--- src/hts_pkg.sv ---
package hts_pkg;

	// Seven-bit slave addresses of the two module variants
	localparam logic [6:0] ADDR_VARIANT_1 = 7'h44;
	localparam logic [6:0] ADDR_VARIANT_2 = 7'h50;

	localparam int unsigned CLK_PERIOD_NS = 4;
	localparam int unsigned NS_PER_US = 1000;

	// Times in microseconds
	localparam int unsigned T_WAKE_US = 100;
	localparam int unsigned T_CONV8_US = 550;
	localparam int unsigned T_CONV10_US = 1310;
	localparam int unsigned T_CONV12_US = 4500;
	localparam int unsigned T_CONV14_US = 16900;
	localparam int unsigned T_PROG_WIN_US = 10000;
	localparam int unsigned T_PROG_LOAD_US = 120;
	localparam int unsigned T_NVM_WR_US = 14000;

	function automatic logic [31:0] cyc_up(input int unsigned us);
		logic [31:0] c;
		c = 32'((us * NS_PER_US + CLK_PERIOD_NS - 1) / CLK_PERIOD_NS);
		if (c == 32'h0) begin
			c = 32'h1;
		end
		return c;
	endfunction

	function automatic logic [31:0] cyc_dn(input int unsigned us);
		logic [31:0] c;
		c = 32'((us * NS_PER_US) / CLK_PERIOD_NS);
		if (c == 32'h0) begin
			c = 32'h1;
		end
		return c;
	endfunction

	localparam logic [31:0] WAKE_CYC = cyc_up(T_WAKE_US);
	localparam logic [31:0] CONV8_CYC = cyc_up(T_CONV8_US);
	localparam logic [31:0] CONV10_CYC = cyc_up(T_CONV10_US);
	localparam logic [31:0] CONV12_CYC = cyc_up(T_CONV12_US);
	localparam logic [31:0] CONV14_CYC = cyc_up(T_CONV14_US);
	localparam logic [31:0] PROG_WIN_CYC = cyc_dn(T_PROG_WIN_US);
	localparam logic [31:0] PROG_LOAD_CYC = cyc_up(T_PROG_LOAD_US);
	localparam logic [31:0] NVM_WR_CYC = cyc_up(T_NVM_WR_US);
	localparam logic [31:0] CNT_ONE = 32'h1;
	localparam logic [31:0] CNT_ZERO = 32'h0;

	// Three-byte commands
	localparam logic [7:0] CMD_PROG_ENTER = 8'hA0;
	localparam logic [7:0] CMD_PROG_EXIT = 8'h80;
	localparam logic [7:0] CMD_ARG_ZERO = 8'h00;

	// Non-volatile register addresses
	localparam logic [7:0] NVM_HUM_RES_RD = 8'h06;
	localparam logic [7:0] NVM_TEMP_RES_RD = 8'h11;
	localparam logic [7:0] NVM_ID_UPPER = 8'h1E;
	localparam logic [7:0] NVM_ID_LOWER = 8'h1F;
	localparam logic [7:0] NVM_HUM_RES_WR = 8'h46;
	localparam logic [7:0] NVM_TEMP_RES_WR = 8'h51;

	localparam int RES_MSB = 11;
	localparam int RES_LSB = 10;
	localparam logic [1:0] RES_8 = 2'h0;
	localparam logic [1:0] RES_10 = 2'h1;
	localparam logic [1:0] RES_12 = 2'h2;
	localparam logic [1:0] RES_14 = 2'h3;
	localparam logic [15:0] NVM_RES_RESET = 16'h0C00;
	localparam logic [15:0] NVM_NONE = 16'h0000;

	// Identity defaults: values are arbitrary
	localparam logic [15:0] ID_UPPER_DEFAULT = 16'h5A5A;
	localparam logic [15:0] ID_LOWER_DEFAULT = 16'hA5A5;

	localparam logic [1:0] STATUS_VALID = 2'h0;
	localparam logic [1:0] STATUS_STALE = 2'h1;
	localparam logic [7:0] PROG_STAT_READY = 8'h81;
	localparam logic [7:0] PROG_STAT_BUSY = 8'h00;
	localparam logic [7:0] IDLE_BYTE = 8'hFF;
	localparam logic [1:0] LSB_PAD = 2'h0;

	localparam logic [3:0] BIT_ZERO = 4'h0;
	localparam logic [3:0] BIT_ONE = 4'h1;
	localparam logic [3:0] BIT_LAST = 4'h8;
	localparam logic [1:0] WR_NONE = 2'h0;
	localparam logic [1:0] WR_ONE = 2'h1;
	localparam logic [1:0] WR_TWO = 2'h2;
	localparam logic [1:0] WR_FULL = 2'h3;
	localparam logic [2:0] BYTE_0 = 3'h0;
	localparam logic [2:0] BYTE_1 = 3'h1;
	localparam logic [2:0] BYTE_2 = 3'h2;
	localparam logic [2:0] BYTE_3 = 3'h3;
	localparam logic [2:0] BYTE_MAX = 3'h7;
	localparam logic [2:0] BYTE_STEP = 3'h1;

	typedef enum logic [2:0] {
		LK_IDLE = 3'b000,
		LK_ADDR = 3'b001,
		LK_WRITE = 3'b010,
		LK_ACK = 3'b011,
		LK_READ = 3'b100,
		LK_RACK = 3'b101
	} hts_link_t;

	typedef enum logic [1:0] {
		MS_SLEEP = 2'b00,
		MS_WAKE = 2'b01,
		MS_HUM = 2'b10,
		MS_TEMP = 2'b11
	} hts_meas_t;

	typedef struct packed {
		logic [1:0] status;
		logic [13:0] hum;
		logic [13:0] temp;
	} hts_result_t;

endpackage

--- src/hts_readout.sv ---
`timescale 1ns/1ps
// Overview of operation
// - Serial slave at 100 and 400 kHz.
// - Answer only own fixed seven-bit address.
// - Detect START and STOP while clock high.
// - Sample data on rising clock edge.
// - Address then direction: one read, zero write.
// - Eight bits plus acknowledge bit per byte.
// - Sleep until a measurement request arrives.
// - Address with write bit and no data bytes wakes device, outside programming.
// - Humidity, then temperature, then update output.
// - Results fourteen bits, most significant first.
// - Address with read bit fetches, acknowledged.
// - Status bits then humidity; send until NACK.
// - Temperature in bytes three, four; pad low.
// - Conversion time follows configured resolutions plus wake.
// - Status valid until fetched, then stale.
// - Stale status before first measurement completes.
// - Enter programming only inside power-up window.
// - Registers accessible after enter command processing time.
// - Exit command returns to measurement mode.
// - Sixteen-bit registers; identity upper and lower.
// - Resolution read and write addresses, bits 11:10.
// - Field codes 8/10/12/14 bits, default 14.
// - Full register write-back; fourteen millisecond commit.
// - Identity is both halves concatenated.
module hts_readout #(
	parameter logic [6:0] SLAVE_ADDR = hts_pkg::ADDR_VARIANT_1,
	parameter logic [15:0] ID_UPPER = hts_pkg::ID_UPPER_DEFAULT,
	parameter logic [15:0] ID_LOWER = hts_pkg::ID_LOWER_DEFAULT,
	parameter logic [31:0] WAKE_CYC = hts_pkg::WAKE_CYC,
	parameter logic [31:0] CONV8_CYC = hts_pkg::CONV8_CYC,
	parameter logic [31:0] CONV10_CYC = hts_pkg::CONV10_CYC,
	parameter logic [31:0] CONV12_CYC = hts_pkg::CONV12_CYC,
	parameter logic [31:0] CONV14_CYC = hts_pkg::CONV14_CYC,
	parameter logic [31:0] PROG_WIN_CYC = hts_pkg::PROG_WIN_CYC,
	parameter logic [31:0] PROG_LOAD_CYC = hts_pkg::PROG_LOAD_CYC,
	parameter logic [31:0] NVM_WR_CYC = hts_pkg::NVM_WR_CYC
) (
	input wire logic CLK_I,
	input wire logic RST_N_I,
	input wire logic SCL_I,
	input wire logic SDA_I,
	output logic SDA_O,
	output logic SDA_OE_N_O,
	input wire logic [13:0] HUM_DATA_I,
	input wire logic [13:0] TEMP_DATA_I,
	output hts_pkg::hts_meas_t MEAS_PHASE_O,
	output hts_pkg::hts_result_t RESULT_O,
	output logic PROG_MODE_O,
	output logic NVM_BUSY_O,
	output logic [15:0] HUM_RES_REG_O,
	output logic [15:0] TEMP_RES_REG_O
);
	import hts_pkg::*;

	function automatic logic [31:0] res_cycles(input logic [15:0] reg_val);
		logic [31:0] c;
		c = CONV14_CYC;
		unique case (reg_val[RES_MSB:RES_LSB])
			RES_8: c = CONV8_CYC;
			RES_10: c = CONV10_CYC;
			RES_12: c = CONV12_CYC;
			RES_14: c = CONV14_CYC;
		endcase
		return c;
	endfunction

	// Line synchronisers and glitch filters
	logic scl_s1_q, scl_s2_q, scl_s3_q, scl_f_q;
	logic sda_s1_q, sda_s2_q, sda_s3_q, sda_f_q;
	wire logic scl_f_d = (scl_s2_q == scl_s3_q) ? scl_s3_q : scl_f_q;
	wire logic sda_f_d = (sda_s2_q == sda_s3_q) ? sda_s3_q : sda_f_q;
	wire logic scl_rise = scl_f_d & ~scl_f_q;
	wire logic scl_fall = ~scl_f_d & scl_f_q;
	wire logic bus_start = scl_f_q & scl_f_d & sda_f_q & ~sda_f_d;
	wire logic bus_stop = scl_f_q & scl_f_d & ~sda_f_q & sda_f_d;
	wire logic bus_end = bus_start | bus_stop;

	always_ff @(posedge CLK_I or negedge RST_N_I) begin
		if (!RST_N_I) begin
			scl_s1_q <= 1'b1;
			scl_s2_q <= 1'b1;
			scl_s3_q <= 1'b1;
			scl_f_q <= 1'b1;
			sda_s1_q <= 1'b1;
			sda_s2_q <= 1'b1;
			sda_s3_q <= 1'b1;
			sda_f_q <= 1'b1;
		end else begin
			scl_s1_q <= SCL_I;
			scl_s2_q <= scl_s1_q;
			scl_s3_q <= scl_s2_q;
			scl_f_q <= scl_f_d;
			sda_s1_q <= SDA_I;
			sda_s2_q <= sda_s1_q;
			sda_s3_q <= sda_s2_q;
			sda_f_q <= sda_f_d;
		end
	end

	// Link state
	hts_link_t link_q;
	logic [3:0] bit_q;
	logic [7:0] sh_q;
	logic [7:0] tx_q;
	logic rw_q;
	logic nack_q;
	logic in_xfer_q;
	logic sda_oe_n_q;
	logic [2:0] rd_idx_q;
	logic [1:0] wr_cnt_q;
	logic [7:0] cmd_q, arg1_q, arg2_q;

	// Device state
	hts_meas_t meas_q;
	logic [31:0] mcnt_q;
	hts_result_t result_q;
	logic [31:0] win_q;
	logic loading_q;
	logic [31:0] lcnt_q;
	logic prog_q;
	logic nvm_busy_q;
	logic [31:0] ncnt_q;
	logic [15:0] hum_res_q, temp_res_q;
	logic [7:0] rd_ptr_q;

	wire logic addr_match = (sh_q[7:1] == SLAVE_ADDR);
	wire logic byte_done = scl_fall && (bit_q == BIT_LAST);
	wire logic [2:0] rd_idx_next = (rd_idx_q == BYTE_MAX) ? rd_idx_q : 3'(rd_idx_q + BYTE_STEP);

	// Transaction decode at STOP or repeated START
	wire logic wr_done = bus_end & in_xfer_q & ~rw_q;
	wire logic args_zero = (arg1_q == CMD_ARG_ZERO) && (arg2_q == CMD_ARG_ZERO);
	wire logic three_bytes = (wr_cnt_q == WR_FULL);
	wire logic win_open = (win_q != CNT_ZERO);
	wire logic meas_req = wr_done && (wr_cnt_q == WR_NONE) && !prog_q && !loading_q;
	wire logic enter_req = wr_done && three_bytes && args_zero && (cmd_q == CMD_PROG_ENTER)
		&& win_open && !prog_q && !loading_q;
	wire logic exit_req = wr_done && three_bytes && args_zero && (cmd_q == CMD_PROG_EXIT) && prog_q;
	wire logic cmd_is_wr = (cmd_q == NVM_HUM_RES_WR)
		|| (cmd_q == NVM_TEMP_RES_WR);
	// Any other address selects; one with no register behind it reads as zero
	wire logic sel_req = wr_done && three_bytes && args_zero && prog_q && !cmd_is_wr;
	wire logic nvm_wr_ok = wr_done && three_bytes && prog_q && !nvm_busy_q;
	wire logic hum_wr = nvm_wr_ok && (cmd_q == NVM_HUM_RES_WR);
	wire logic temp_wr = nvm_wr_ok && (cmd_q == NVM_TEMP_RES_WR);
	wire logic fetch_done = bus_end & in_xfer_q & rw_q & ~prog_q;
	wire logic meas_done = (meas_q == MS_TEMP) && (mcnt_q == CNT_ZERO);

	// Byte served for the current read position
	wire logic [15:0] nvm_word = (rd_ptr_q == NVM_HUM_RES_RD) ? hum_res_q :
		(rd_ptr_q == NVM_TEMP_RES_RD) ? temp_res_q :
		(rd_ptr_q == NVM_ID_UPPER) ? ID_UPPER :
		(rd_ptr_q == NVM_ID_LOWER) ? ID_LOWER : NVM_NONE;
	wire logic [7:0] prog_stat = nvm_busy_q ? PROG_STAT_BUSY : PROG_STAT_READY;
	wire logic [7:0] norm_byte = (rd_idx_q == BYTE_0) ? {result_q.status, result_q.hum[13:8]} :
		(rd_idx_q == BYTE_1) ? result_q.hum[7:0] :
		(rd_idx_q == BYTE_2) ? result_q.temp[13:6] :
		(rd_idx_q == BYTE_3) ? {result_q.temp[5:0], LSB_PAD} : IDLE_BYTE;
	wire logic [7:0] prog_byte = (rd_idx_q == BYTE_0) ? prog_stat :
		(rd_idx_q == BYTE_1) ? nvm_word[15:8] :
		(rd_idx_q == BYTE_2) ? nvm_word[7:0] : IDLE_BYTE;
	wire logic [7:0] tx_pick = prog_q ? prog_byte : norm_byte;

	// Serial slave: START/STOP override any state
	always_ff @(posedge CLK_I or negedge RST_N_I) begin
		if (!RST_N_I) begin
			link_q <= LK_IDLE;
			bit_q <= BIT_ZERO;
			sh_q <= CMD_ARG_ZERO;
			tx_q <= IDLE_BYTE;
			rw_q <= 1'b0;
			nack_q <= 1'b0;
			sda_oe_n_q <= 1'b1;
			rd_idx_q <= BYTE_0;
		end else if (bus_start) begin
			link_q <= LK_ADDR;
			bit_q <= BIT_ZERO;
			sda_oe_n_q <= 1'b1;
		end else if (bus_stop) begin
			link_q <= LK_IDLE;
			sda_oe_n_q <= 1'b1;
		end else begin
			unique case (link_q)
				LK_IDLE: begin
				end
				LK_ADDR, LK_WRITE: begin
					if (scl_rise && (bit_q != BIT_LAST)) begin
						sh_q <= {sh_q[6:0], sda_f_q};
						bit_q <= 4'(bit_q + BIT_ONE);
					end else if (byte_done) begin
						if (link_q == LK_WRITE || addr_match) begin
							link_q <= LK_ACK;
							sda_oe_n_q <= 1'b0;
						end else begin
							link_q <= LK_IDLE;
						end
						if (link_q == LK_ADDR) begin
							rw_q <= sh_q[0];
							rd_idx_q <= BYTE_0;
						end
					end
				end
				LK_ACK: begin
					if (scl_fall) begin
						bit_q <= BIT_ZERO;
						if (rw_q) begin
							link_q <= LK_READ;
							sda_oe_n_q <= tx_pick[7];
							tx_q <= {tx_pick[6:0], 1'b0};
							rd_idx_q <= rd_idx_next;
						end else begin
							link_q <= LK_WRITE;
							sda_oe_n_q <= 1'b1;
						end
					end
				end
				LK_READ: begin
					if (scl_rise) begin
						bit_q <= 4'(bit_q + BIT_ONE);
					end else if (scl_fall) begin
						if (bit_q == BIT_LAST) begin
							link_q <= LK_RACK;
							sda_oe_n_q <= 1'b1;
						end else begin
							sda_oe_n_q <= tx_q[7];
							tx_q <= {tx_q[6:0], 1'b0};
						end
					end
				end
				LK_RACK: begin
					if (scl_rise) begin
						nack_q <= sda_f_q;
					end else if (scl_fall) begin
						bit_q <= BIT_ZERO;
						if (nack_q) begin
							link_q <= LK_IDLE;
						end else begin
							link_q <= LK_READ;
							sda_oe_n_q <= tx_pick[7];
							tx_q <= {tx_pick[6:0], 1'b0};
							rd_idx_q <= rd_idx_next;
						end
					end
				end
				default: begin
					link_q <= LK_IDLE;
					sda_oe_n_q <= 1'b1;
				end
			endcase
		end
	end

	// Write-byte capture and transaction tracking
	always_ff @(posedge CLK_I or negedge RST_N_I) begin
		if (!RST_N_I) begin
			in_xfer_q <= 1'b0;
			wr_cnt_q <= WR_NONE;
			cmd_q <= CMD_ARG_ZERO;
			arg1_q <= CMD_ARG_ZERO;
			arg2_q <= CMD_ARG_ZERO;
		end else if (bus_end) begin
			in_xfer_q <= 1'b0;
		end else if (link_q == LK_ADDR && byte_done) begin
			in_xfer_q <= addr_match;
			wr_cnt_q <= WR_NONE;
		end else if (link_q == LK_WRITE && byte_done) begin
			unique case (wr_cnt_q)
				WR_NONE: cmd_q <= sh_q;
				WR_ONE: arg1_q <= sh_q;
				WR_TWO: arg2_q <= sh_q;
				WR_FULL: begin
				end
			endcase
			// Extra bytes beyond three are acknowledged but dropped
			if (wr_cnt_q != WR_FULL) begin
				wr_cnt_q <= 2'(wr_cnt_q + WR_ONE);
			end
		end
	end

	// Measurement sequencer: asleep unless requested
	always_ff @(posedge CLK_I or negedge RST_N_I) begin
		if (!RST_N_I) begin
			meas_q <= MS_SLEEP;
			mcnt_q <= CNT_ZERO;
		end else begin
			unique case (meas_q)
				MS_SLEEP: begin
					if (meas_req) begin
						meas_q <= MS_WAKE;
						mcnt_q <= WAKE_CYC - CNT_ONE;
					end
				end
				MS_WAKE: begin
					if (mcnt_q == CNT_ZERO) begin
						meas_q <= MS_HUM;
						mcnt_q <= res_cycles(hum_res_q) - CNT_ONE;
					end else begin
						mcnt_q <= mcnt_q - CNT_ONE;
					end
				end
				MS_HUM: begin
					if (mcnt_q == CNT_ZERO) begin
						meas_q <= MS_TEMP;
						mcnt_q <= res_cycles(temp_res_q) - CNT_ONE;
					end else begin
						mcnt_q <= mcnt_q - CNT_ONE;
					end
				end
				MS_TEMP: begin
					if (mcnt_q == CNT_ZERO) begin
						meas_q <= MS_SLEEP;
					end else begin
						mcnt_q <= mcnt_q - CNT_ONE;
					end
				end
			endcase
		end
	end

	// Output register; a finishing measurement wins over a fetch
	always_ff @(posedge CLK_I or negedge RST_N_I) begin
		if (!RST_N_I) begin
			result_q.status <= STATUS_STALE;
			result_q.hum <= 14'h0000;
			result_q.temp <= 14'h0000;
		end else if (meas_done) begin
			result_q.status <= STATUS_VALID;
			result_q.hum <= HUM_DATA_I;
			result_q.temp <= TEMP_DATA_I;
		end else if (fetch_done) begin
			result_q.status <= STATUS_STALE;
		end
	end

	// Power-up window, programming mode and non-volatile registers
	always_ff @(posedge CLK_I or negedge RST_N_I) begin
		if (!RST_N_I) begin
			win_q <= PROG_WIN_CYC;
			loading_q <= 1'b0;
			lcnt_q <= CNT_ZERO;
			prog_q <= 1'b0;
		end else begin
			if (win_open) begin
				win_q <= win_q - CNT_ONE;
			end
			if (enter_req) begin
				loading_q <= 1'b1;
				lcnt_q <= PROG_LOAD_CYC - CNT_ONE;
			end else if (loading_q) begin
				if (lcnt_q == CNT_ZERO) begin
					loading_q <= 1'b0;
					prog_q <= 1'b1;
				end else begin
					lcnt_q <= lcnt_q - CNT_ONE;
				end
			end else if (exit_req) begin
				prog_q <= 1'b0;
			end
		end
	end

	always_ff @(posedge CLK_I or negedge RST_N_I) begin
		if (!RST_N_I) begin
			hum_res_q <= NVM_RES_RESET;
			temp_res_q <= NVM_RES_RESET;
			nvm_busy_q <= 1'b0;
			ncnt_q <= CNT_ZERO;
			rd_ptr_q <= NVM_ID_UPPER;
		end else begin
			if (sel_req) begin
				rd_ptr_q <= cmd_q;
			end
			// Whole word is taken as written; only bits 11:10 steer timing
			if (hum_wr) begin
				hum_res_q <= {arg1_q, arg2_q};
			end
			if (temp_wr) begin
				temp_res_q <= {arg1_q, arg2_q};
			end
			if (hum_wr || temp_wr) begin
				nvm_busy_q <= 1'b1;
				ncnt_q <= NVM_WR_CYC - CNT_ONE;
			end else if (nvm_busy_q) begin
				if (ncnt_q == CNT_ZERO) begin
					nvm_busy_q <= 1'b0;
				end else begin
					ncnt_q <= ncnt_q - CNT_ONE;
				end
			end
		end
	end

	// Open-drain data line: only ever pulls low; rates up to 400 kHz sample safely
	logic sda_o_q;
	always_ff @(posedge CLK_I or negedge RST_N_I) begin
		if (!RST_N_I) begin
			sda_o_q <= 1'b0;
		end else begin
			sda_o_q <= 1'b0;
		end
	end

	assign SDA_O = sda_o_q;
	assign SDA_OE_N_O = sda_oe_n_q;
	assign MEAS_PHASE_O = meas_q;
	assign RESULT_O = result_q;
	assign PROG_MODE_O = prog_q;
	assign NVM_BUSY_O = nvm_busy_q;
	assign HUM_RES_REG_O = hum_res_q;
	assign TEMP_RES_REG_O = temp_res_q;

endmodule

--- config.mk ---
export PLATFORM = sky130hd
export DESIGN_NAME = hts_readout
export DESIGN_NICKNAME = d
export VERILOG_FILES = /design/src/hts_pkg.sv /design/src/hts_readout.sv
export SDC_FILE = /design/constraint.sdc
export NUM_CORES = 1
export LEC_CHECK = 0
export BUFFER_PORTS_ARGS = -buffer_cell sky130_fd_sc_hd__buf_4
export CAP_MARGIN = 30
export CORE_ASPECT_RATIO = 0.8
export CORE_UTILIZATION = 25
export CTS_BUF_LIST = sky130_fd_sc_hd__clkbuf_4 sky130_fd_sc_hd__clkbuf_8
export DETAILED_ROUTE_END_ITERATION = 6
export GPL_TIMING_DRIVEN = 0
export SYNTH_ARGS = -nofsm -noshare
export SYNTH_HDL_FRONTEND = slang
export SYNTH_SLANG_ARGS = --single-unit
export TNS_END_PERCENT = 20
--- constraint.sdc ---
create_clock -name CLK_I -period 6.37 [get_ports CLK_I]
set_input_delay 1.5925 -clock CLK_I [delete_from_list [all_inputs] [get_ports CLK_I]]
set_output_delay 1.5925 -clock CLK_I [all_outputs]
set_load 0.01 [all_outputs]
**After elaboration in Yosys (flattened, before gate mapping)**

Cells that the tools add are included.

- Logic and storage cells: 314
- Bits of input ports: 32
- Register bits after elaboration: 267
- Output and inout bits: 68

- Multiplexer cells: 107
- Reductions and logical operators: 70
- Equality and inequality tests: 69
- Bitwise logic cells: 24
- Add/subtract/negate cells: 9

Operators by type and width:

| kind | count |
|---|---|
| $mux 32 | 14 |
| $pmux 32 s4 | 3 |
| $sub 32x1->32 const B | 6 |
| $mux 8 | 17 |
| $logic_not 32->1 | 3 |
| $mux 16 | 4 |
| $mux 3 | 21 |
| $ne 4x4->1 const B | 11 |
| $ne 2x2->1 const B | 19 |
| $reduce_bool 32->1 | 1 |
| $mux 1 | 26 |
| $eq 8x5->1 const B | 3 |
| $mux 4 | 6 |
| $pmux 8 s3 | 1 |
| $reduce_and 4->1 | 6 |
| $logic_and 1x1->1 | 23 |
| $reduce_and 11->1 | 2 |
| $mux 2 | 10 |
| $eq 2x2->1 const B | 8 |
| $eq 8x7->1 const B | 2 |
| $eq 8x8->1 const B | 2 |
| $logic_not 8->1 | 2 |
| $pmux 4 s4 | 1 |
| $pmux 3 s5 | 1 |
| 33 further kinds | 87 |

**Logic depth before layout (Yosys ltp)**

Gate-level depths: netlist (run 1).

- Word-level depth: 16
- Depth in mapped cells: 10
- Mapped depth without buffers: 8

**Worst setup path after synthesis (run 1)**

No wires, ideal clock.

- Path type: register to register
- From: register mcnt_q[25]
- To: register result_q (netlist bit RESULT_O[13])
- Data required time: 6.242 ns
- Cell stages (with the launch flop): 7
- Data arrival time: 2.300 ns
- Path slack: 3.942 ns
- Library setup time: 0.128 ns
- Path buffers: 2
- Clock period less this slack: 2.428 ns
- Path through: dfrtp_1 -> or4_4 -> nor4_2 -> and4_1 -> buf_2 -> buf_4 -> mux2_1

- Cells in the longest elaborated chain, start to end: 2

RTL lines:

| item | RTL line | RTL |
|---|---|---|
| start: declaration | hts_readout.sv:117 | `logic [31:0] mcnt_q;` |
| start signal: assignment | hts_readout.sv:293 | `mcnt_q <= WAKE_CYC - CNT_ONE;` |
| start signal: assignment | hts_readout.sv:299 | `mcnt_q <= res_cycles(hum_res_q) - CNT_ONE;` |
| start signal: assignment | hts_readout.sv:301 | `mcnt_q <= mcnt_q - CNT_ONE;` |
| $logic_not 32->1 | hts_readout.sv:149 | `wire logic meas_done = (meas_q == MS_TEMP) && (mcnt_q == CNT_ZERO);` |
| $logic_and 1x1->1 | hts_readout.sv:149 |  |
| end: declaration | hts_readout.sv:118 | `hts_result_t result_q;` |

Every way passes these cells.
A chain may end at the register's enable or synchronous reset.

**Worst setup path in the final report (run 1)**

- From: register prog_q (netlist: PROG_MODE_O)
- To: register temp_res_q[15] (netlist: TEMP_RES_REG_O[15])

- Cells in the longest elaborated chain, start to end: 3

RTL lines:

| item | RTL line | RTL |
|---|---|---|
| start: declaration | hts_readout.sv:122 | `logic prog_q;` |
| start signal: assignment | hts_readout.sv:344 | `prog_q <= 1'b0;` |
| start signal: assignment | hts_readout.sv:355 | `prog_q <= 1'b1;` |
| start signal: assignment | hts_readout.sv:360 | `prog_q <= 1'b0;` |
| $logic_and 1x1->1 (2 in series) | hts_readout.sv:145 | `wire logic nvm_wr_ok = wr_done && three_bytes && prog_q && !nvm_busy_q;` |
| $logic_and 1x1->1 | hts_readout.sv:147 | `wire logic temp_wr = nvm_wr_ok && (cmd_q == NVM_TEMP_RES_WR);` |
| end signal: assignment | hts_readout.sv:381 | `temp_res_q <= {arg1_q, arg2_q};` |
| end: declaration | hts_readout.sv:125 | `logic [15:0] hum_res_q, temp_res_q;` |

Every way passes these cells.

==> results.txt, run 1 <==
CTS max path bufs = 3
CP top delay family = buffers and inverters
relative slew slack = 39.7%
R2R setup slack = 3.15 ns
Reg area = 0.00670 mm2
count of input and output buffers = 97
CP Cell Sequence = nand2b_1 -> or2_2 -> nor3_1 -> clkbuf_1 -> clkbuf_1 -> mux2_2
most used cell, CP = clkbuf_1
CTS Root Cell = clkbuf_8
CP peak stage delay = 0.65 ns
Synth async-reset ratio = 100%
final hold slack = 0.358 ns
Slew Viols, Final = 0
setup TNS = 0 ns
TritonRoute pass-1 iters = 6
CTS tree = done
detailed-placement wirelength estimate = 28700 um
unrepaired setup endpoints after global routing = no
cts hold-fix bufs = 0
Synth Cell Area = 0.0140 mm2
post_cts resized = 0
Fin Clk Skew = 0.0342 ns
1st-iter DRT viols = 986
antenna violations before repair = 1
vias in the first global route = 11144
Hold Startpoint = scl_s1_q
Power Internal = 0.00272 W
reg2reg end = TEMP_RES_REG_O[15]
Mapped Cells = 1378
Tot GR Track Use = 13.7%
largest family of logic cells by synthesized area = simple AND/OR/NAND/NOR gates
worst setup margin = 3.15 ns
largest net degree at the start of global routing = 119
Power Dens Cells = 212 mW/mm2
Seq/Total Area, Yosys = 47.9%
die footprint = 0.0569 mm2
routed vias = 11605
Compound-Gate Fraction of Synth Area = 13.7%
final WL = 39300 um
Worst path slowest cell = dfrtp_1
Inserted Diodes = 0
largest cells by area after synthesis = dfrtp_1 42%, mux2_2 6.5%, dfstp_2 6.4%, nor3_1 2.8%, nor2_1 2.7%
mux contribution to synthesized area = 8.57%
Synth Area per Inst = 10.1 um2
CP Class = flip-flop to flip-flop
placed insts = 2229
share of layout cells above drive strength 1 = 21.7%
first-pass GRT wire length = 62800 um
synth warn = 0
postcts setup bufs = 0
post-layout min period = 3.22 ns
grt ovf = 0
CTS clk-pin slew, worst paths = 0.07 ns
CTS sink cnt = 266
Gate power share = 3.5%
Hold Fails Final Rpt = 0
fin crit share = 50.5%
post-synth top area cell = dfrtp_1
WHS Path Cells = 0
WP data required = 6.85 ns
peak supply drop = 132 uV
GP Congestion = 0.873
Initial Util = 25.3%
Worst setup SP type = flip-flop
fillers = 5680
DIE WIDTH = 266 um
P_leak = 7.75 nW
xor and xnor fraction of the mapped netlist area = 4.76%
drt wl/cell = 17.0 um
IO Pins = 100
EDFF count, synth = 0
simple-gate area share of the yosys netlist = 20.1%
synth unique cells = 80
Layout Area Growth over Synthesis = 19.6%
worst hold endpoint = scl_s2_q
Core Util, Final = 30.3%
Core Area = 0.0552 mm2
CP Max Fanout = 10
Buf+Inv Stages, Crit Path = 2
Critical Path Sink Type = flip-flop
layout net count = 1579
clock network fraction of total power = 47.9%
Layout Cells excl Fill = 2309
#FFs+latches synth = 266
clk_lat worst skew = 0.60 ns
fraction of the mapped netlist area in adder cells = 1.97%
Inserted Clock Buffers = 43
sw frac = 23.3%
top_reg_cell synth = dfrtp_1
num rows = 77
maxcap violations = 0
Least-Margin Pin Slew = 0.901 ns
H-tree lvl count = 2
Reg2Reg Depth = 6
Routed Antenna Nets = 0
setup violators final = 0
worst r2r src = PROG_MODE_O
share of the synthesized area in the top cell type = 41.5%
sequential power share = 48.6%
Hold Path Class = flip-flop to flip-flop
status = completed
# DRC = 0
worst slack at placement = 3.21 ns
CP Data Arrival Time = 3.70 ns
Avg Vias per Cell = 5.03
Fmax achieved = 311 MHz
Switching Power = 0.000826 W
chip height = 213 um
area of the multi-input gates = 0.00687 mm2
[placed cells by master, fill, tap and decap left out, drive strengths merged, types with 7 or more instances in the layout]
| cell type | count |
|---|---|
| a211o | 7 |
| ha | 22 |
| and3 | 7 |
| nand3b | 14 |
| a311oi | 8 |
| dfstp | 34 |
| nand3 | 31 |
| or2 | 8 |
| nand2 | 97 |
| o211ai | 9 |
| nor2 | 102 |
| a211oi | 10 |
| mux2 | 101 |
| a31oi | 11 |
| o21ai | 69 |
| a21o | 10 |
| a22o | 7 |
| nor3b | 9 |
| clkbuf | 115 |
| a22oi | 11 |
| xnor2 | 36 |
| or4 | 25 |
| dfrtp | 232 |
| a21oi | 73 |
| nand2b | 18 |
| o31ai | 12 |
| buf | 120 |
| nor4 | 49 |
| nor3 | 78 |
| nand4 | 15 |
| inv | 35 |
| or3 | 22 |
| o22ai | 13 |
| xor2 | 40 |
[worst reg2reg max path, stage by stage, from the launching register on]
cell and delay, ns:
dfrtp_1 0.65, nand2b_1 0.30, or2_2 0.37, nor3_1 0.20, clkbuf_1 0.62, clkbuf_1 0.56, mux2_2 0.42
[per-layer routing]
metal / track usage, % / routed length, um / vias up
met1: 19.7 / 18500 / 5729
met3: 4.31 / 3520 / 70
met5: 0 / 8 / -
li1: - / - / 5399
met4: 3.21 / 690 / 2
met2: 20.0 / 16600 / 405
[layout make-up]
type / instances / share of cell area [%]
plain buffers: 64 / 1.68
clock buffers: 70 / 5.31
clock inverters: 9 / 0.673
inverters: 34 / 0.763
multi-input cells: 1015 / 41.1
flip-flops and latches: 266 / 40.1
well taps: 750 / 5.61
repair buffers: 101 / 4.80
[cells by family (layout without fill, tap and decap cells)]
group / after synthesis / after routing
AO/OA/AOI/OAI: 293 / 293
XOR/XNOR: 76 / 76
adder cells (fa/ha/maj): 22 / 22
buffers and inverters: 98 / 278
flip-flops: 266 / 266
multiplexers: 107 / 107
other: 1 / 2
AND/OR/NAND/NOR: 515 / 515
[stage by stage]
stage / power (W) / area, um2
after floorplan: 0.00181 / 14000
after global placement: 0.00187 / 15600
after detailed placement: 0.00188 / 15700
after CTS: 0.00360 / 16700
after global routing: 0.00370 / 16700
final: 0.00355 / 16700
[how the worst max path moves through the flow]
stage / start / end / slack, ns / cells past startpoint
5_1_grt: sda_f_q / HUM_RES_REG_O[12] / 3.00 / 6
6_report: PROG_MODE_O / TEMP_RES_REG_O[15] / 3.15 / 6
3_3_place_gp: RST_N_I / mcnt_q[23] / 1.46 / 1
3_5_place_dp: PROG_MODE_O / TEMP_RES_REG_O[14] / 3.21 / 6
4_1_cts: PROG_MODE_O / TEMP_RES_REG_O[15] / 3.20 / 6
2_1_floorplan: mcnt_q[25] / RESULT_O[13] / 3.94 / 6
[synthesized netlist by cell type, drive strengths merged (36+ instances only)]
| cell | number |
|---|---|
| a21oi | 73 |
| clkbuf | 45 |
| dfrtp | 232 |
| mux2 | 101 |
| nand2 | 97 |
| nor2 | 102 |
| nor3 | 78 |
| nor4 | 49 |
| o21ai | 69 |
| xnor2 | 36 |
| xor2 | 40 |
[registers in the layout, indices dropped and copies added (netlist names), 2 cells and up]
signal / count
lcnt_q: 32
mcnt_q: 32
ncnt_q: 32
win_q: 32
RESULT_O: 29
HUM_RES_REG_O: 16
TEMP_RES_REG_O: 16
arg1_q: 8
arg2_q: 8
cmd_q: 8
rd_ptr_q: 8
sh_q: 8
tx_q: 8
bit_q: 4
link_q: 3
rd_idx_q: 3
MEAS_PHASE_O: 2
wr_cnt_q: 2
[power groups by stage]
stage	combinational (W)	sequential, W	clock, W
after detailed placement	0.000127	0.00176	0
final	0.000125	0.00173	0.00170
after floorplan	0.0000563	0.00175	0
after CTS	0.000127	0.00172	0.00175
after global routing	0.000142	0.00173	0.00183
after global placement	0.000117	0.00175	0
Power figures use the tool's default switching activity.
==> run 2: changes to the inputs <==
==> constraint.sdc (replaced) <==
create_clock -name CLK_I -period 2.8 [get_ports CLK_I]
set_input_delay 0.7 -clock CLK_I [delete_from_list [all_inputs] [get_ports CLK_I]]
set_output_delay 0.7 -clock CLK_I [all_outputs]
set_load 0.01 [all_outputs]
==> run 2 against run 1 <==
Fmax is 17% higher; critical path depth is 1 higher; clock skew is 0.0036 ns higher; global-route usage hardly changed; critical path type unchanged; first-iteration DRC count is 1.2% lower; core utilization is 0.34 points higher; highest routed layer unchanged; clock power is 130% higher; worst setup slack worse by 3.1 ns; power is 130% higher; combinational power is 130% higher; worst hold slack worse by 0.14 ns.
==> results.txt, run 2 (synthesized netlist as in run 1, its figures left out) <==
layout net count = 1581 (+0.13%)
grt ovf = 0 (unchanged)
Layout Area Growth over Synthesis = 21.0%
unrepaired setup endpoints after global routing = yes
maxcap violations = 0 (unchanged)
post-layout min period = 2.75 ns (-0.464 ns)
relative slew slack = 41.1% (+1.4 points)
Core Area = 0.0552 mm2 (unchanged)
Hold Path Class = primary input to flip-flop
Tot GR Track Use = 13.8% (about the same)
die footprint = 0.0569 mm2 (unchanged)
final WL = 39600 um (+0.78%)
placed instance area = 0.0157 mm2 (unchanged)
Inserted Diodes = 0 (unchanged)
CP Data Arrival Time = 3.23 ns (-0.47 ns)
count of input and output buffers = 97 (unchanged)
antenna violations before repair = 1 (unchanged)
Least-Margin Pin Slew = 0.876 ns (-0.0250 ns)
Hold Fails Final Rpt = 0 (unchanged)
detailed-placement wirelength estimate = 28700 um (unchanged)
vias in the first global route = 11164 (+0.18%)
Hold Startpoint = SDA_I
Critical Path Sink Type = flip-flop
share of layout cells above drive strength 1 = 24.1% (+2.3 points)
largest net degree at the start of global routing = 119 (unchanged)
CP Max Fanout = 10 (unchanged)
CTS tree = done
worst r2r src = mcnt_q[25]
Worst setup SP type = flip-flop
Power Dens Cells = 477 mW/mm2 (+130%)
chip height = 213 um (unchanged)
num rows = 77 (unchanged)
commonest non-fill, non-tap cell in the layout = dfrtp_1
drt wl/cell = 17.1 um (+0.70%)
fillers = 5665 (-0.26%)
Layout Cells excl Fill = 2311 (+0.087%)
TritonRoute pass-1 iters = 5 (-1)
routed vias = 11686 (+0.70%)
WP data required = 3.27 ns (-3.58 ns)
total power = 0.00808 W (+130%)
CTS max path bufs = 3 (unchanged)
design area = 0.0169 mm2 (+1.1%)
status = completed
CTS Root Cell = clkbuf_8
Inserted Clock Buffers = 43 (unchanged)
GP Congestion = 0.873 (unchanged)
H-tree lvl count = 2 (unchanged)
IO Pins = 100 (unchanged)
DIE WIDTH = 266 um (unchanged)
most frequent cells in the layout = 231 x dfrtp_1, 108 x buf_4, 100 x nor2_1
first-pass GRT wire length = 62900 um (+0.15%)
peak supply drop = 312 uV (+140%)
# DRC = 0 (unchanged)
Routed Antenna Nets = 0 (unchanged)
CTS clk-pin slew, worst paths = 0.06 ns (about the same)
Slew Viols, Final = 0 (unchanged)
Critical Path Start = mcnt_q[25]
fin crit share = 98.3% (+48 points)
Avg Vias per Cell = 5.06 (+0.61%)
CTS sink cnt = 266 (unchanged)
CP Class = flip-flop to flip-flop
setup violators final = 0 (unchanged)
clk_lat worst skew = 0.60 ns (about the same)
Core Util, Final = 30.6% (+0.34 points)
Fmax achieved = 363 MHz (+17%)
placed insts = 2229 (unchanged)
Initial Util = 25.3% (unchanged)
Fin Clk Skew = 0.0378 ns (+0.00360 ns)
1st-iter DRT viols = 974 (-1.2%)
P_leak = 7.88 nW (+1.7%)
-- run 2: cell types whose count changed in the layout (fill, tap and decap cells not counted), sizes merged --
cell,previous run,this run
buf,120,126
clkbuf,115,110
dlygate4sd3,0,1
-- run 2: worst paths after layout --
check,end,slack (ns),depth (start not counted)
setup / recovery,RESULT_O[26],0.05,7
hold / removal,sda_s1_q,0.22,1
setup reg to reg,RESULT_O[26],0.05,7
hold reg to reg,scl_s2_q,0.36,0
max in group asynchronous,mcnt_q[30],0.80,4
min in group asynchronous,RESULT_O[8],0.55,2
-- run 2: cell type report --
type	count	area, um2	share of cell area [%]
Clock buffer	70	888	5.25
Sequential cell	266	6700	39.6
Buffer	60	285	1.69
Timing Repair Buffer	107	851	5.03
Tap cell	750	938	5.55
Multi-Input combinational cell	1015	7010	41.4
Inverter	34	128	0.755
Clock inverter	9	113	0.666
-- run 2: worst max-delay path, stage by stage, from the launching register on --
cell     delay [ns]
dfrtp_1        0.46
or4_4          0.63
nor4_4         0.22
buf_4          0.19
and4_4         0.31
buf_4          0.22
buf_4          0.25
mux2_1         0.35
-- run 2: stage by stage --
| stage | setup TNS, ns | hold WS [ns] | worst slack, ns |
|---|---|---|---|
| 2_1_floorplan | 0 | 0.345 | 0.372 |
| 3_3_place_gp | -293.75 | 0.350 | -1.21 |
| 3_5_place_dp | -13.54 | 0.350 | -0.363 |
| 5_1_grt | -0.0849 | 0.182 | -0.0742 |
| 6_report | 0 | 0.220 | 0.0471 |
| 4_1_cts | -0.0335 | 0.180 | -0.0335 |
-- run 2: power by group --
part / internal (W) / leakage, nW / switching (W)
Sequential: 0.00388 / 3.58 / 0.0000403
Combinational: 0.000103 / 3.77 / 0.000183
Clock: 0.00221 / 0.528 / 0.00166
-- run 2: per-layer routing --
metal | wire length, um | global-route usage (%) | vias to the layer above
met1 | 18500 | 19.6 | 5750
met3 | 3600 | 4.35 | 69
met2 | 16800 | 20.1 | 459
met5 | 8 | 0 | -
li1 | - | - | 5406
met4 | 667 | 3.25 | 2
-- run 2: what timing repair did --
| action | CTS | global route |
|---|---|---|
| pin swaps | 1 | 4 |
| resized for setup | 18 | 31 |
| setup buffers | 0 | 5 |
| endpoints found under the hold margin | 24 | 0 |
| hold buffers | 1 | 0 |
| setup endpoints to repair | 87 | 115 |
==> run 3: changes to the inputs <==
--- a/config.mk
+++ b/config.mk
@@ -8,10 +8,12 @@
 export BUFFER_PORTS_ARGS = -buffer_cell sky130_fd_sc_hd__buf_4
 export CAP_MARGIN = 30
 export CORE_ASPECT_RATIO = 0.8
+export CORE_MARGIN = 4
 export CORE_UTILIZATION = 25
 export CTS_BUF_LIST = sky130_fd_sc_hd__clkbuf_4 sky130_fd_sc_hd__clkbuf_8
 export DETAILED_ROUTE_END_ITERATION = 6
 export GPL_TIMING_DRIVEN = 0
+export RECOVER_POWER = 50
 export SYNTH_ARGS = -nofsm -noshare
 export SYNTH_HDL_FRONTEND = slang
 export SYNTH_SLANG_ARGS = --single-unit
==> run 3 against run 2 <==
Sequential cell count stayed put; worst hold slack got worse by 0.16 ns; critical path depth is 1 lower; critical path type unchanged; cell count is 0.22% higher; core utilization decreased by 0.25 points; sequential power is essentially flat; global-route usage is 0.52 points lower; fmax grew 1.1%; combinational power down 4%; largest power group unchanged; worst setup slack better by 0.030 ns; clock-buffer cell count increased by 7.
==> results.txt, run 3 (synthesized netlist as in run 1, its figures left out) <==
H-tree lvl count = 2 (unchanged)
drt wl/cell = 17.4 um (+1.8%)
Worst setup SP type = flip-flop
Tot GR Track Use = 13.2% (-0.52 points)
share of layout cells above drive strength 1 = 23.1% (-1.0 points)
IO Pins = 100 (unchanged)
placed instance area = 0.0157 mm2 (about the same)
CTS Root Cell = clkbuf_8
post-layout min period = 2.72 ns (-0.0300 ns)
Critical Path Sink Type = flip-flop
peak supply drop = 303 uV (-2.9%)
CP Class = flip-flop to flip-flop
vias in the first global route = 11371 (+1.9%)
clk_lat worst skew = 0.60 ns (about the same)
CTS sink cnt = 266 (unchanged)
Hold Fails Final Rpt = 0 (unchanged)
fin crit share = 97.2% (-1.1 points)
DIE WIDTH = 272 um (+2.3%)
chip height = 219 um (+2.8%)
Avg Vias per Cell = 5.05 (-0.12%)
detailed-placement wirelength estimate = 29200 um (+1.8%)
Core Area = 0.0553 mm2 (+0.17%)
count of input and output buffers = 97 (unchanged)
total power = 0.00793 W (-1.8%)
routed vias = 11697 (+0.094%)
Inserted Clock Buffers = 45 (+4.7%)
Layout Area Growth over Synthesis = 20.2%
fillers = 5770 (+1.9%)
num rows = 77 (unchanged)
Inserted Diodes = 0 (unchanged)
CTS tree = done
status = completed
setup violators final = 0 (unchanged)
# DRC = 0 (unchanged)
TritonRoute pass-1 iters = 5 (unchanged)
die footprint = 0.0598 mm2 (+5.1%)
WP data required = 3.34 ns (+0.07 ns)
CTS clk-pin slew, worst paths = 0.07 ns (about the same)
P_leak = 7.79 nW (-1.2%)
Slew Viols, Final = 0 (unchanged)
largest net degree at the start of global routing = 101 (-15%)
Core Util, Final = 30.4% (-0.25 points)
maxcap violations = 0 (unchanged)
Routed Antenna Nets = 0 (unchanged)
CTS max path bufs = 3 (unchanged)
most frequent cells in the layout = 232 x dfrtp_1, 100 x nor2_1, 97 x nand2_1
Fmax achieved = 367 MHz (+1.1%)
commonest non-fill, non-tap cell in the layout = dfrtp_1
CP Data Arrival Time = 3.26 ns (+0.03 ns)
GP Congestion = 0.878 (+0.54%)
antenna violations before repair = 0 (-1)
Power Dens Cells = 472 mW/mm2 (-1.1%)
CP Max Fanout = 7 (-3)
grt ovf = 0 (unchanged)
Hold Path Class = primary input to async pin
layout net count = 1584 (+0.19%)
first-pass GRT wire length = 64600 um (+2.8%)
Least-Margin Pin Slew = 1.42 ns (+0.545 ns)
relative slew slack = 5.32% (-36 points)
Fin Clk Skew = 0.0388 ns (+0.000945 ns)
final WL = 40400 um (+2.0%)
cts hold-fix bufs = 0 (-1)
Initial Util = 25.3% (-0.044 points)
design area = 0.0168 mm2 (-0.64%)
1st-iter DRT viols = 1005 (+3.2%)
==> run 3: cell types whose count changed in the layout (fill, tap and decap cells not counted), moves of 2 or more <==
cell and delta:
buf_4 -25, clkbuf_4 +16, nor4_1 -2, nor4_2 +2
bufinv_16 -2, clkbuf_1 +22, buf_2 -3, clkbuf_2 +2
clkbuf_8 -3
==> run 3: stage by stage <==
step | instances | hold slack [ns] | TNS (ns) | worst slack [ns]
2_1_floorplan | 1379 | 0.345 | 0 | 0.372
3_3_place_gp | 2226 | 0.351 | -289.81 | -1.21
3_5_place_dp | 2228 | 0.353 | -12.74 | -0.368
4_1_cts | 2311 | 0.0665 | -0.129 | -0.0668
5_1_grt | 2316 | 0.0794 | -0.0642 | -0.0437
6_report | 2316 | 0.0633 | 0 | 0.0771
==> run 3: routing by layer <==
metal / vias to the layer above / global-route usage (%) / share of wire [%]
met2: 401 / 19.0 / 43
met3: 70 / 4.42 / 9.1
met5: - / 0 / 0
met1: 5799 / 19.1 / 47
li1: 5427 / - / -
met4: 0 / 3.40 / 1.8
==> run 3: worst paths after layout <==
check                                  from           to  slack [ns]  depth (start not counted)
worst max-delay path            rd_ptr_q[4]      tx_q[3]        0.08                          6
worst min-delay path                RST_N_I  RESULT_O[0]        0.06                          1
worst max register to register  rd_ptr_q[4]      tx_q[3]        0.08                          6
worst min register to register     scl_s1_q     scl_s2_q        0.36                          0
max in group asynchronous           RST_N_I    win_q[21]        0.56                          3
min in group CLK_I                    SDA_I     sda_s1_q        0.22                          1
==> run 3: cell type report <==
type                            instances  area [um2]  area share [%]
Buffer                                 61         297            1.76
Clock buffer                           77         922            5.49
Clock inverter                          6        45.0           0.268
Inverter                               34         128           0.759
Multi-Input combinational cell       1015        7030            41.8
Sequential cell                       266        6700            39.9
Tap cell                              750         938            5.58
Timing Repair Buffer                  107         748            4.45
==> run 3: power breakdown <==
group,leakage [nW],switching [W],internal (W)
Combinational,3.68,0.000177,0.0000984
Clock,0.524,0.00166,0.00208
Sequential,3.59,0.0000403,0.00389
==> run 3: timing repair <==
item | CTS | global route
resized for setup | 16 | 41
setup buffers | 0 | 7
endpoints found under the setup margin | 73 | 126
pin swaps | 1 | 4
==> run 3: critical path, stage by stage (launching register included) <==
cell,delay [ns]
dfstp_2,0.58
or4b_1,0.54
o21ai_0,0.71
a211o_1,0.18
o211ai_1,0.17
a311oi_1,0.35
a21o_1,0.12
